[config.mk]
export PLATFORM = sky130hd
export DESIGN_NAME = active_energy_accumulator
export DESIGN_NICKNAME = d
export VERILOG_FILES = /design/src/active_energy_accumulator.v
export VERILOG_INCLUDE_DIRS = /design/src
export SDC_FILE = /design/constraint.sdc
export NUM_CORES = 2
export LEC_CHECK = 0
export BUFFER_PORTS_ARGS = -buffer_cell sky130_fd_sc_hd__buf_4
export CORE_AREA = 2 2 267 533
export CTS_CLUSTER_SIZE = 8
export DETAILED_ROUTE_END_ITERATION = 10
export DIE_AREA = 0 0 269 535
export HOLD_SLACK_MARGIN = 0.03
export MAX_ROUTING_LAYER = met4
export PLACE_DENSITY_LB_ADDON = 0.3
export SYNTH_ARGS = -nofsm -noshare
export SYNTH_HDL_FRONTEND = slang
export SYNTH_SLANG_ARGS = --single-unit
[constraint.sdc]
create_clock -name sys_clk -period 13.2 [get_ports sys_clk]
set_clock_uncertainty 0.1 [all_clocks]
set_input_delay 2.64 -clock sys_clk [delete_from_list [all_inputs] [get_ports sys_clk]]
set_output_delay 2.64 -clock sys_clk [all_outputs]
set_load 0.02 [all_outputs]
[src/energy_accum_regs.vh]
// register map, field positions, reset values and timing counts of the energy accumulator
`ifndef ENERGY_ACCUM_REGS_VH
`define ENERGY_ACCUM_REGS_VH

// ************************************************************
// register word addresses
// ************************************************************
`define ADDR_THR_HIGH          8'h00
`define ADDR_THR_LOW           8'h01
`define ADDR_PHASE_A_ENERGY    8'h02
`define ADDR_PHASE_B_ENERGY    8'h03
`define ADDR_PHASE_C_ENERGY    8'h04
`define ADDR_FLAGS             8'h05
`define ADDR_ENABLES           8'h06
`define ADDR_LINE_CYCLE_CFG    8'h07
`define ADDR_ACCUM_CFG         8'h08
`define ADDR_HALF_CYCLE_COUNT  8'h09
`define ADDR_POWER_SIGN        8'h0a

// ************************************************************
// field positions
// ************************************************************
`define FLAG_HALF_FULL_BIT     0
`define FLAG_LINE_DONE_BIT     5
`define FLAG_SIGN_A_BIT        6
`define LCFG_LINE_ENABLE_BIT   0
`define LCFG_ZX_C_BIT          3
`define LCFG_ZX_B_BIT          4
`define LCFG_ZX_A_BIT          5
`define LCFG_READ_CLEAR_BIT    6
`define ACFG_SIGN_MODE_LSB     0
`define ACFG_COMBINE_LSB       4
`define THR_WORD_BITS          24

// ************************************************************
// phase b combination codes
// ************************************************************
`define COMBINE_OWN            2'h0
`define COMBINE_ZERO           2'h1
`define COMBINE_MINUS_A_C      2'h2
`define COMBINE_MINUS_A        2'h3

// ************************************************************
// reset values
// ************************************************************
`define RESET_THR              48'h000000000000
`define RESET_ENABLES          32'h00000000
`define RESET_LINE_CYCLE_CFG   8'h00
`define RESET_ACCUM_CFG        8'h00
`define RESET_HALF_CYCLE_COUNT 16'h0000

// ************************************************************
// timing
// ************************************************************
`define CLK_PERIOD_NS          4
`define SAMPLE_PERIOD_NS       125000
`define SAMPLE_CYCLES          (`SAMPLE_PERIOD_NS / `CLK_PERIOD_NS)

`endif

[src/active_energy_accumulator.v]
// per-phase two-stage active energy accumulator with line-cycle mode and register port
`timescale 1ns/10ps
`default_nettype none
`include "energy_accum_regs.vh"

// Operation
// - every 125 us each phase power sample is added into its first-stage accumulator.
// - at threshold emit one pulse and subtract threshold, keeping the remainder.
// - sign of first-stage energy at pulse time gives the phase power sign.
// - pulses counted into 32-bit accumulators, read live in continuous mode, latched at period end in line mode.
// - one 48-bit threshold, software written, shared by all three phases.
// - threshold seen as high and low words, 24 bits each, top 8 zero.
// - energy counting is signed: negative pulses decrement, positive pulses increment.
// - energy registers wrap naturally in both directions at 32 bits.
// - status bit 0 set when a counted pulse, not a clear, changes bit 30 of any energy register.
// - enabled half-full condition drives the interrupt line low.
// - writing one to a status bit clears it and releases the line.
// - read-clear bit 6 zeroes each energy register after it is read, only while line-cycle mode is off.
// - bits 5..4 pick phase b input: own, zero, minus a minus c, minus a.
// - bits 1..0 steer only the pulse output sign mode, energy stays signed.
// - line-cycle mode transfers energy only after programmed zero crossings.
// - half-cycle count is 16-bit unsigned, up to 65535 crossings.
// - bits 5, 4, 3 include phase a, b, c crossings in the count.
// - crossing counter always runs; count write in line mode resets it.
// - end of line-cycle period sets status bit 5, interrupts when enabled.
// - line-cycle mode uses the same path and scaling as continuous mode.
// - sign bits 2..0 update together with the sign change flags.
module active_energy_accumulator #(
  parameter SAMPLE_CYCLES = `SAMPLE_CYCLES
) (
  input  wire        sys_clk,
  input  wire        resetn,
  input  wire [23:0] power_a,
  input  wire [23:0] power_b,
  input  wire [23:0] power_c,
  input  wire [23:0] power_va_ib,
  input  wire [23:0] power_vc_ib,
  input  wire        zero_cross_a,
  input  wire        zero_cross_b,
  input  wire        zero_cross_c,
  input  wire [7:0]  reg_addr,
  input  wire [31:0] reg_wdata,
  input  wire        reg_wr,
  input  wire        reg_rd,
  output reg  [31:0] reg_rdata,
  output reg  [2:0]  energy_pulse,
  output reg  [2:0]  energy_pulse_negative,
  output reg  [1:0]  pulse_output_sign_mode,
  output reg         interrupt_request_line_n
);

  localparam [31:0] SAMPLE_LAST_FULL = SAMPLE_CYCLES - 1;
  localparam [15:0] SAMPLE_LAST      = SAMPLE_LAST_FULL[15:0];

  // ************************************************************
  // configuration registers
  // ************************************************************
  reg  [47:0] energy_threshold_reg;
  reg  [31:0] interrupt_enable_word_reg;
  reg  [7:0]  line_cycle_config_reg;
  reg  [7:0]  accumulation_config_reg;
  reg  [15:0] half_cycle_count_reg;
  reg  [31:0] interrupt_flags_word_reg;
  reg  [2:0]  power_sign_reg;

  wire        line_cycle_energy_enable = line_cycle_config_reg[`LCFG_LINE_ENABLE_BIT];
  wire        read_clear_enable        = line_cycle_config_reg[`LCFG_READ_CLEAR_BIT];
  wire [1:0]  phase_combination_select = accumulation_config_reg[`ACFG_COMBINE_LSB+1:`ACFG_COMBINE_LSB];

  wire wr_thr_high = reg_wr && (reg_addr == `ADDR_THR_HIGH);
  wire wr_thr_low  = reg_wr && (reg_addr == `ADDR_THR_LOW);
  wire wr_flags    = reg_wr && (reg_addr == `ADDR_FLAGS);
  wire wr_enables  = reg_wr && (reg_addr == `ADDR_ENABLES);
  wire wr_lcfg     = reg_wr && (reg_addr == `ADDR_LINE_CYCLE_CFG);
  wire wr_acfg     = reg_wr && (reg_addr == `ADDR_ACCUM_CFG);
  wire wr_halfcyc  = reg_wr && (reg_addr == `ADDR_HALF_CYCLE_COUNT);
  wire line_restart = wr_halfcyc && line_cycle_energy_enable;

  always @(posedge sys_clk or negedge resetn) begin
    if (!resetn) begin
      energy_threshold_reg      <= `RESET_THR;
      interrupt_enable_word_reg <= `RESET_ENABLES;
      line_cycle_config_reg     <= `RESET_LINE_CYCLE_CFG;
      accumulation_config_reg   <= `RESET_ACCUM_CFG;
      half_cycle_count_reg      <= `RESET_HALF_CYCLE_COUNT;
      pulse_output_sign_mode    <= 2'h0;
    end else begin
      if (wr_thr_high) begin
        energy_threshold_reg[47:24] <= reg_wdata[23:0];
      end
      if (wr_thr_low) begin
        energy_threshold_reg[23:0] <= reg_wdata[23:0];
      end
      if (wr_enables) begin
        interrupt_enable_word_reg <= reg_wdata;
      end
      if (wr_lcfg) begin
        line_cycle_config_reg <= reg_wdata[7:0];
      end
      if (wr_acfg) begin
        accumulation_config_reg <= reg_wdata[7:0];
        pulse_output_sign_mode  <= reg_wdata[`ACFG_SIGN_MODE_LSB+1:`ACFG_SIGN_MODE_LSB];
      end
      if (wr_halfcyc) begin
        half_cycle_count_reg <= reg_wdata[15:0];
      end
    end
  end

  // ************************************************************
  // sample rate divider
  // ************************************************************
  // one-cycle tick per sample period
  reg  [15:0] sample_cnt_reg;
  reg         sample_tick_reg;

  always @(posedge sys_clk or negedge resetn) begin
    if (!resetn) begin
      sample_cnt_reg  <= 16'h0000;
      sample_tick_reg <= 1'b0;
    end else if (sample_cnt_reg == SAMPLE_LAST) begin
      sample_cnt_reg  <= 16'h0000;
      sample_tick_reg <= 1'b1;
    end else begin
      sample_cnt_reg  <= sample_cnt_reg + 16'h0001;
      sample_tick_reg <= 1'b0;
    end
  end

  // ************************************************************
  // phase b input selection
  // ************************************************************
  // codes 2 and 3 rebuild phase b from the other products
  reg  [23:0] phase_b_sel;

  always @* begin
    case (phase_combination_select)
      `COMBINE_OWN:       phase_b_sel = power_b;
      `COMBINE_ZERO:      phase_b_sel = 24'h000000;
      `COMBINE_MINUS_A_C: phase_b_sel = 24'h000000 - power_va_ib - power_vc_ib;
      default:            phase_b_sel = 24'h000000 - power_va_ib;
    endcase
  end

  wire [71:0] phase_power = {power_c, phase_b_sel, power_a};

  // ************************************************************
  // zero-crossing counter for line-cycle mode
  // ************************************************************
  reg  [15:0] zx_cnt_reg;
  reg         line_end_reg;

  wire [1:0]  zx_inc = {1'b0, zero_cross_a & line_cycle_config_reg[`LCFG_ZX_A_BIT]}
                     + {1'b0, zero_cross_b & line_cycle_config_reg[`LCFG_ZX_B_BIT]}
                     + {1'b0, zero_cross_c & line_cycle_config_reg[`LCFG_ZX_C_BIT]};
  wire [16:0] zx_sum = {1'b0, zx_cnt_reg} + {15'h0000, zx_inc};
  // a zero count never ends a period
  wire        zx_done = (half_cycle_count_reg != 16'h0000)
                     && (zx_sum >= {1'b0, half_cycle_count_reg});

  always @(posedge sys_clk or negedge resetn) begin
    if (!resetn) begin
      zx_cnt_reg   <= 16'h0000;
      line_end_reg <= 1'b0;
    end else if (line_restart) begin
      zx_cnt_reg   <= 16'h0000;
      line_end_reg <= 1'b0;
    end else if (zx_done) begin
      zx_cnt_reg   <= 16'h0000;
      line_end_reg <= line_cycle_energy_enable;
    end else begin
      zx_cnt_reg   <= zx_sum[15:0];
      line_end_reg <= 1'b0;
    end
  end

  // ************************************************************
  // per-phase two-stage accumulation
  // ************************************************************
  wire [49:0] thr_ext = {2'b00, energy_threshold_reg};
  wire [2:0]  half_full_evt;
  wire [2:0]  sign_change_evt;
  wire [2:0]  sign_next;
  wire [95:0] energy_live;
  wire [95:0] energy_view;
  wire [2:0]  pulse_next;
  wire [2:0]  pulse_neg_next;

  genvar g;
  generate
    for (g = 0; g < 3; g = g + 1) begin : phase
      localparam [31:0] ENERGY_ADDR_FULL = `ADDR_PHASE_A_ENERGY + g;
      localparam [7:0]  ENERGY_ADDR      = ENERGY_ADDR_FULL[7:0];
      // two spare bits keep the sum and its negation from overflowing
      reg  [49:0] stage1_reg;
      reg  [31:0] energy_acc_reg;
      reg  [31:0] energy_view_reg;
      reg         sign_reg;
      reg         sign_evt_reg;
      wire [23:0] p_in   = phase_power[24*g+23:24*g];
      wire [49:0] sum    = stage1_reg + {{26{p_in[23]}}, p_in};
      wire        pos_hit = ~sum[49] && (sum >= thr_ext);
      wire        neg_hit = sum[49] && ((50'h0 - sum) >= thr_ext);
      wire        read_hit = reg_rd && (reg_addr == ENERGY_ADDR);
      wire        clr = (read_hit && read_clear_enable && !line_cycle_energy_enable)
                      || line_end_reg || line_restart;
      wire [31:0] delta = energy_pulse[g]
                          ? (energy_pulse_negative[g] ? 32'hffffffff : 32'h00000001)
                          : 32'h00000000;
      wire [31:0] acc_plus = energy_acc_reg + delta;
      wire [31:0] acc_next = clr ? delta : acc_plus;

      always @(posedge sys_clk or negedge resetn) begin
        if (!resetn) begin
          stage1_reg   <= 50'h0;
          sign_reg     <= 1'b0;
          sign_evt_reg <= 1'b0;
        end else begin
          sign_evt_reg <= 1'b0;
          if (sample_tick_reg && pos_hit) begin
            stage1_reg   <= sum - thr_ext;
            sign_reg     <= 1'b0;
            sign_evt_reg <= sign_reg;
          end else if (sample_tick_reg && neg_hit) begin
            stage1_reg   <= sum + thr_ext;
            sign_reg     <= 1'b1;
            sign_evt_reg <= ~sign_reg;
          end else if (sample_tick_reg) begin
            stage1_reg <= sum;
          end
        end
      end

      always @(posedge sys_clk or negedge resetn) begin
        if (!resetn) begin
          energy_acc_reg  <= 32'h00000000;
          energy_view_reg <= 32'h00000000;
        end else begin
          energy_acc_reg <= acc_next;
          if (line_end_reg) begin
            energy_view_reg <= acc_plus;
          end else if (read_hit && !line_cycle_energy_enable) begin
            energy_view_reg <= acc_plus;
          end
        end
      end

      // a period restart hides the bit 30 step
      assign half_full_evt[g]     = energy_pulse[g] && !clr
                                  && (acc_plus[30] != energy_acc_reg[30]);
      assign sign_change_evt[g]   = sign_evt_reg;
      assign sign_next[g]         = sign_reg;
      assign pulse_next[g]        = sample_tick_reg && (pos_hit || neg_hit);
      assign pulse_neg_next[g]    = sample_tick_reg && !pos_hit && neg_hit;
      assign energy_live[32*g+31:32*g] = acc_plus;
      assign energy_view[32*g+31:32*g] = energy_view_reg;
    end
  endgenerate

  // ************************************************************
  // energy pulse outputs
  // ************************************************************
  always @(posedge sys_clk or negedge resetn) begin
    if (!resetn) begin
      energy_pulse          <= 3'h0;
      energy_pulse_negative <= 3'h0;
    end else begin
      energy_pulse          <= pulse_next;
      energy_pulse_negative <= pulse_neg_next;
    end
  end

  // ************************************************************
  // status flags, sign word and interrupt line
  // ************************************************************
  reg  [31:0] flag_set;

  always @* begin
    flag_set = 32'h00000000;
    flag_set[`FLAG_HALF_FULL_BIT] = |half_full_evt;
    flag_set[`FLAG_LINE_DONE_BIT] = line_end_reg;
    flag_set[`FLAG_SIGN_A_BIT+2:`FLAG_SIGN_A_BIT] = sign_change_evt;
  end

  wire [31:0] flags_next = (interrupt_flags_word_reg & ~(wr_flags ? reg_wdata : 32'h0))
                         | flag_set;

  always @(posedge sys_clk or negedge resetn) begin
    if (!resetn) begin
      interrupt_flags_word_reg <= 32'h00000000;
      power_sign_reg           <= 3'h0;
      interrupt_request_line_n <= 1'b1;
    end else begin
      interrupt_flags_word_reg <= flags_next;
      if (|sign_change_evt) begin
        power_sign_reg <= sign_next;
      end
      interrupt_request_line_n <= ~|(flags_next & interrupt_enable_word_reg);
    end
  end

  // ************************************************************
  // register read port
  // ************************************************************
  // line mode serves the latched view, otherwise the live count
  always @(posedge sys_clk or negedge resetn) begin
    if (!resetn) begin
      reg_rdata <= 32'h00000000;
    end else if (reg_rd) begin
      if (reg_addr == `ADDR_THR_HIGH) begin
        reg_rdata <= {8'h00, energy_threshold_reg[47:24]};
      end else if (reg_addr == `ADDR_THR_LOW) begin
        reg_rdata <= {8'h00, energy_threshold_reg[23:0]};
      end else if (reg_addr == `ADDR_PHASE_A_ENERGY) begin
        reg_rdata <= line_cycle_energy_enable ? energy_view[31:0] : energy_live[31:0];
      end else if (reg_addr == `ADDR_PHASE_B_ENERGY) begin
        reg_rdata <= line_cycle_energy_enable ? energy_view[63:32] : energy_live[63:32];
      end else if (reg_addr == `ADDR_PHASE_C_ENERGY) begin
        reg_rdata <= line_cycle_energy_enable ? energy_view[95:64] : energy_live[95:64];
      end else if (reg_addr == `ADDR_FLAGS) begin
        reg_rdata <= interrupt_flags_word_reg;
      end else if (reg_addr == `ADDR_ENABLES) begin
        reg_rdata <= interrupt_enable_word_reg;
      end else if (reg_addr == `ADDR_LINE_CYCLE_CFG) begin
        reg_rdata <= {24'h000000, line_cycle_config_reg};
      end else if (reg_addr == `ADDR_ACCUM_CFG) begin
        reg_rdata <= {24'h000000, accumulation_config_reg};
      end else if (reg_addr == `ADDR_HALF_CYCLE_COUNT) begin
        reg_rdata <= {16'h0000, half_cycle_count_reg};
      end else if (reg_addr == `ADDR_POWER_SIGN) begin
        reg_rdata <= {29'h00000000, power_sign_reg};
      end else begin
        reg_rdata <= 32'h00000000;
      end
    end
  end

endmodule // active_energy_accumulator
`default_nettype wire

==> metrics.txt <==
Filler cells=13700; CP max stage cell=a2111oi_0; most frequent cells in the layout=nor2_1, a21oi_1, ha_1, nand2_1; Max Transition Viols Final=4; Vias=65470; Post-Syn Nets=8839; Synth Area per Inst=7.889 sq um; Port Buffer Count=207; count of final setup violators=0; Seq pwr share=0.278; # rows=194; Pint=4.323 mW; residual DRC count=2; gr usage total=0.4329; Tot Pwr=7.626 mW; Synth Register Bits=568; switching power=3.303 mW; status=complete, but fails checks; DRT Pass-1 Iters=10; Worst VDD drop=0.0001282 V; crit end category=flop; # Max-Cap Violations=2; hold_buf cts=0; vias in the first global route=65030; Syn Inst Count=7941; RSZ-0062 raised after global routing=no; final antenna-violating net count=0; combinational share of power=0.446; clock power share=0.276; Post-synth ARST share=1.000; HP Start=phase[2].energy_view_reg[0]; Yosys warning count=0; CP Buf/Inv Count=5; share of cells above drive strength 1=0.1039; failing checks=DRC, capacitance limit, slew limit; Critical Path RT=13.73 ns; slowest stage delay, CP=0.75 ns; initial antenna violation count=20; Initial Utilization=0.4488; worst hold-check path type=flop to flop; Tcrit/Tclk final=0.9740; Syn-to-layout area delta=11.46%; Routed Wire Length=306600 um; Die Area=0.1439 sq mm; Pwr Density=109.2 mW/mm^2; clock latency on the worst-skew pair=0.77 ns; maximum clock rate=77.78 MHz; Seq/Total Area, Yosys=0.2269; crit-path max FO=8; nets@finish=9027; CP Class=primary input to flop; most common cell after layout, fill and taps aside=nor2_1; Clock Sinks=568; clock slew at reported path FFs=0.06 ns; area post-placement=0.06734 sq mm; R2R Path Start=accumulation_config_reg[5]; largest net degree at the start of global routing=142; switching part of the total=0.4331; GPL Wtd Cong=1.086; I/O pin count=208; gr ovfl total=0; initial detailed-routing violation count=5556; CP startpoint kind=primary input; CTS tree=yes; DR vias/cell=6.524; post-DR wirelength/cell=30.55 um; first-pass GRT wire length=440100 um; max reg flops=150; post-layout min period=12.86 ns; Clock Path Buffers=3; die width=269 um; Core Region=0.1396 sq mm; CTS Root Cell=clkbuf_16; Post-synth top flop=dfrtp_1; EDFF count, synth=0; Die H=535 um; Lkg Pwr=30.92 nW; Worst Path Arrival=13.39 ns; H-tree levels=3; Mapped Area=0.06265 sq mm; hpwl dp=238900 um; synth unique cells=107; fin area=0.06982 sq mm; Tightest Pin Transition=1.586 ns; kind of cell adding the most delay to the critical path=compound AO/OA/AOI/OAI gates; final hold violation count=0; Setup crit start=power_va_ib[3]; Rel. slew slack=-0.05858; CTS buffer count=83
==> cells by family after synthesis <==
kind of cell / share of synthesized area
AOI/OAI and AO/OA: 0.2900
xor gates and xnor gates: 0.07058
adders and majority gates: 0.1478
buffers and inverters: 0.04783
DFF: 0.2269
muxes: 0.03329
and+or+nand+nor: 0.1836
==> cell usage after synthesis (all sizes together), types with 52 or more instances <==
master / count / share of area
nor2: 736 / 0.044
a31oi: 104 / 0.010
a211oi: 79 / 0.0095
dfrtp: 567 / 0.23
a21boi: 56 / 0.0067
or3: 73 / 0.0074
and3: 64 / 0.0064
mux2i: 52 / 0.0083
o211ai: 69 / 0.0083
nor4: 65 / 0.0074
nand3: 138 / 0.011
o21a: 94 / 0.011
ha: 716 / 0.14
nand4: 105 / 0.010
a21oi: 731 / 0.058
clkbuf: 341 / 0.020
xor2: 165 / 0.023
o21ai: 587 / 0.047
o221ai: 56 / 0.0078
a221oi: 59 / 0.0084
nand2: 629 / 0.038
o22ai: 75 / 0.0075
a21o: 280 / 0.034
inv: 386 / 0.023
o21bai: 119 / 0.014
nor3: 162 / 0.013
nor2b: 98 / 0.0098
mux2: 135 / 0.024
xnor2: 339 / 0.048
and2: 68 / 0.0068
nand2b: 95 / 0.0095
==> worst paths after layout <==
kind                                               end  slack (ns)  depth (start not counted)
setup / recovery               phase[1].stage1_reg[47]        0.34                         37
hold / removal             phase[2].energy_view_reg[0]        0.37                          2
setup reg to reg               phase[1].stage1_reg[47]        3.15                         29
hold reg to reg            phase[2].energy_view_reg[0]        0.37                          2
max in group asynchronous      phase[1].stage1_reg[26]        8.96                          3
min in group asynchronous  phase[2].energy_acc_reg[10]        1.76                          1
==> routing by layer <==
metal | track usage | wire, um | up-vias
li1 | - | - | 29580
met1 | 0.4045 | 99350 | 31490
met2 | 0.7005 | 144900 | 2988
met3 | 0.09444 | 20340 | 1417
met4 | 0.4668 | 42010 | 0
met5 | - | 0 | -
==> power groups by stage <==
| stage | registers (mW) | clock network, mW | logic (mW) |
|---|---|---|---|
| after detailed placement | 2.14 | 0 | 3.27 |
| final | 2.12 | 2.10 | 3.40 |
| after global routing | 2.14 | 2.18 | 3.64 |
| after floorplan | 2.10 | 0 | 2.10 |
| after CTS | 2.11 | 2.11 | 3.29 |
| after global placement | 2.13 | 0 | 3.25 |
==> worst reg2reg max path, delay by kind of cell (launching register included) <==
kind                       cells  cell delay [ns]
adders and majority gates      3             1.05
and+or+nand+nor                4             0.73
buffers and inverters          6             1.77
xor gates and xnor gates       1             1.12
DFF                            1             0.32
AOI/OAI and AO/OA             15             4.85
==> per-stage QoR <==
stage                     cells  setup slack, ns    util  hold slack [ns]   TNS, ns
after CTS                 10020           0.6897  0.4997           0.3663         0
after global routing      10030          0.03972  0.5002           0.3918         0
after global placement     9904         -0.08218  0.4825           0.3420  -0.08218
after floorplan            7941            1.040       -           0.2979         0
final                     10040           0.3438  0.5003           0.3670         0
after detailed placement   9904          0.02590  0.4825           0.3555         0
==> final cells by class <==
type | instances | area (sq um) | share of cell area
multi-input cells | 6598 | 45540 | 0.6523
flip-flops and latches | 568 | 14220 | 0.2037
repair buffers | 489 | 3816 | 0.05466
well taps | 1862 | 2330 | 0.03337
clock buffers | 99 | 2177 | 0.03118
inverters | 389 | 1464 | 0.02097
clock inverters | 12 | 225.2 | 0.003226
diodes | 18 | 45.04 | 0.0006451
==> what timing repair did <==
action	in CTS	in global routing
endpoints found under the hold margin	0	0
setup buffers	0	0
endpoints found under the setup margin	0	44
gates resized for setup	0	4
No activity file was read; power rests on OpenSTA's default activity.
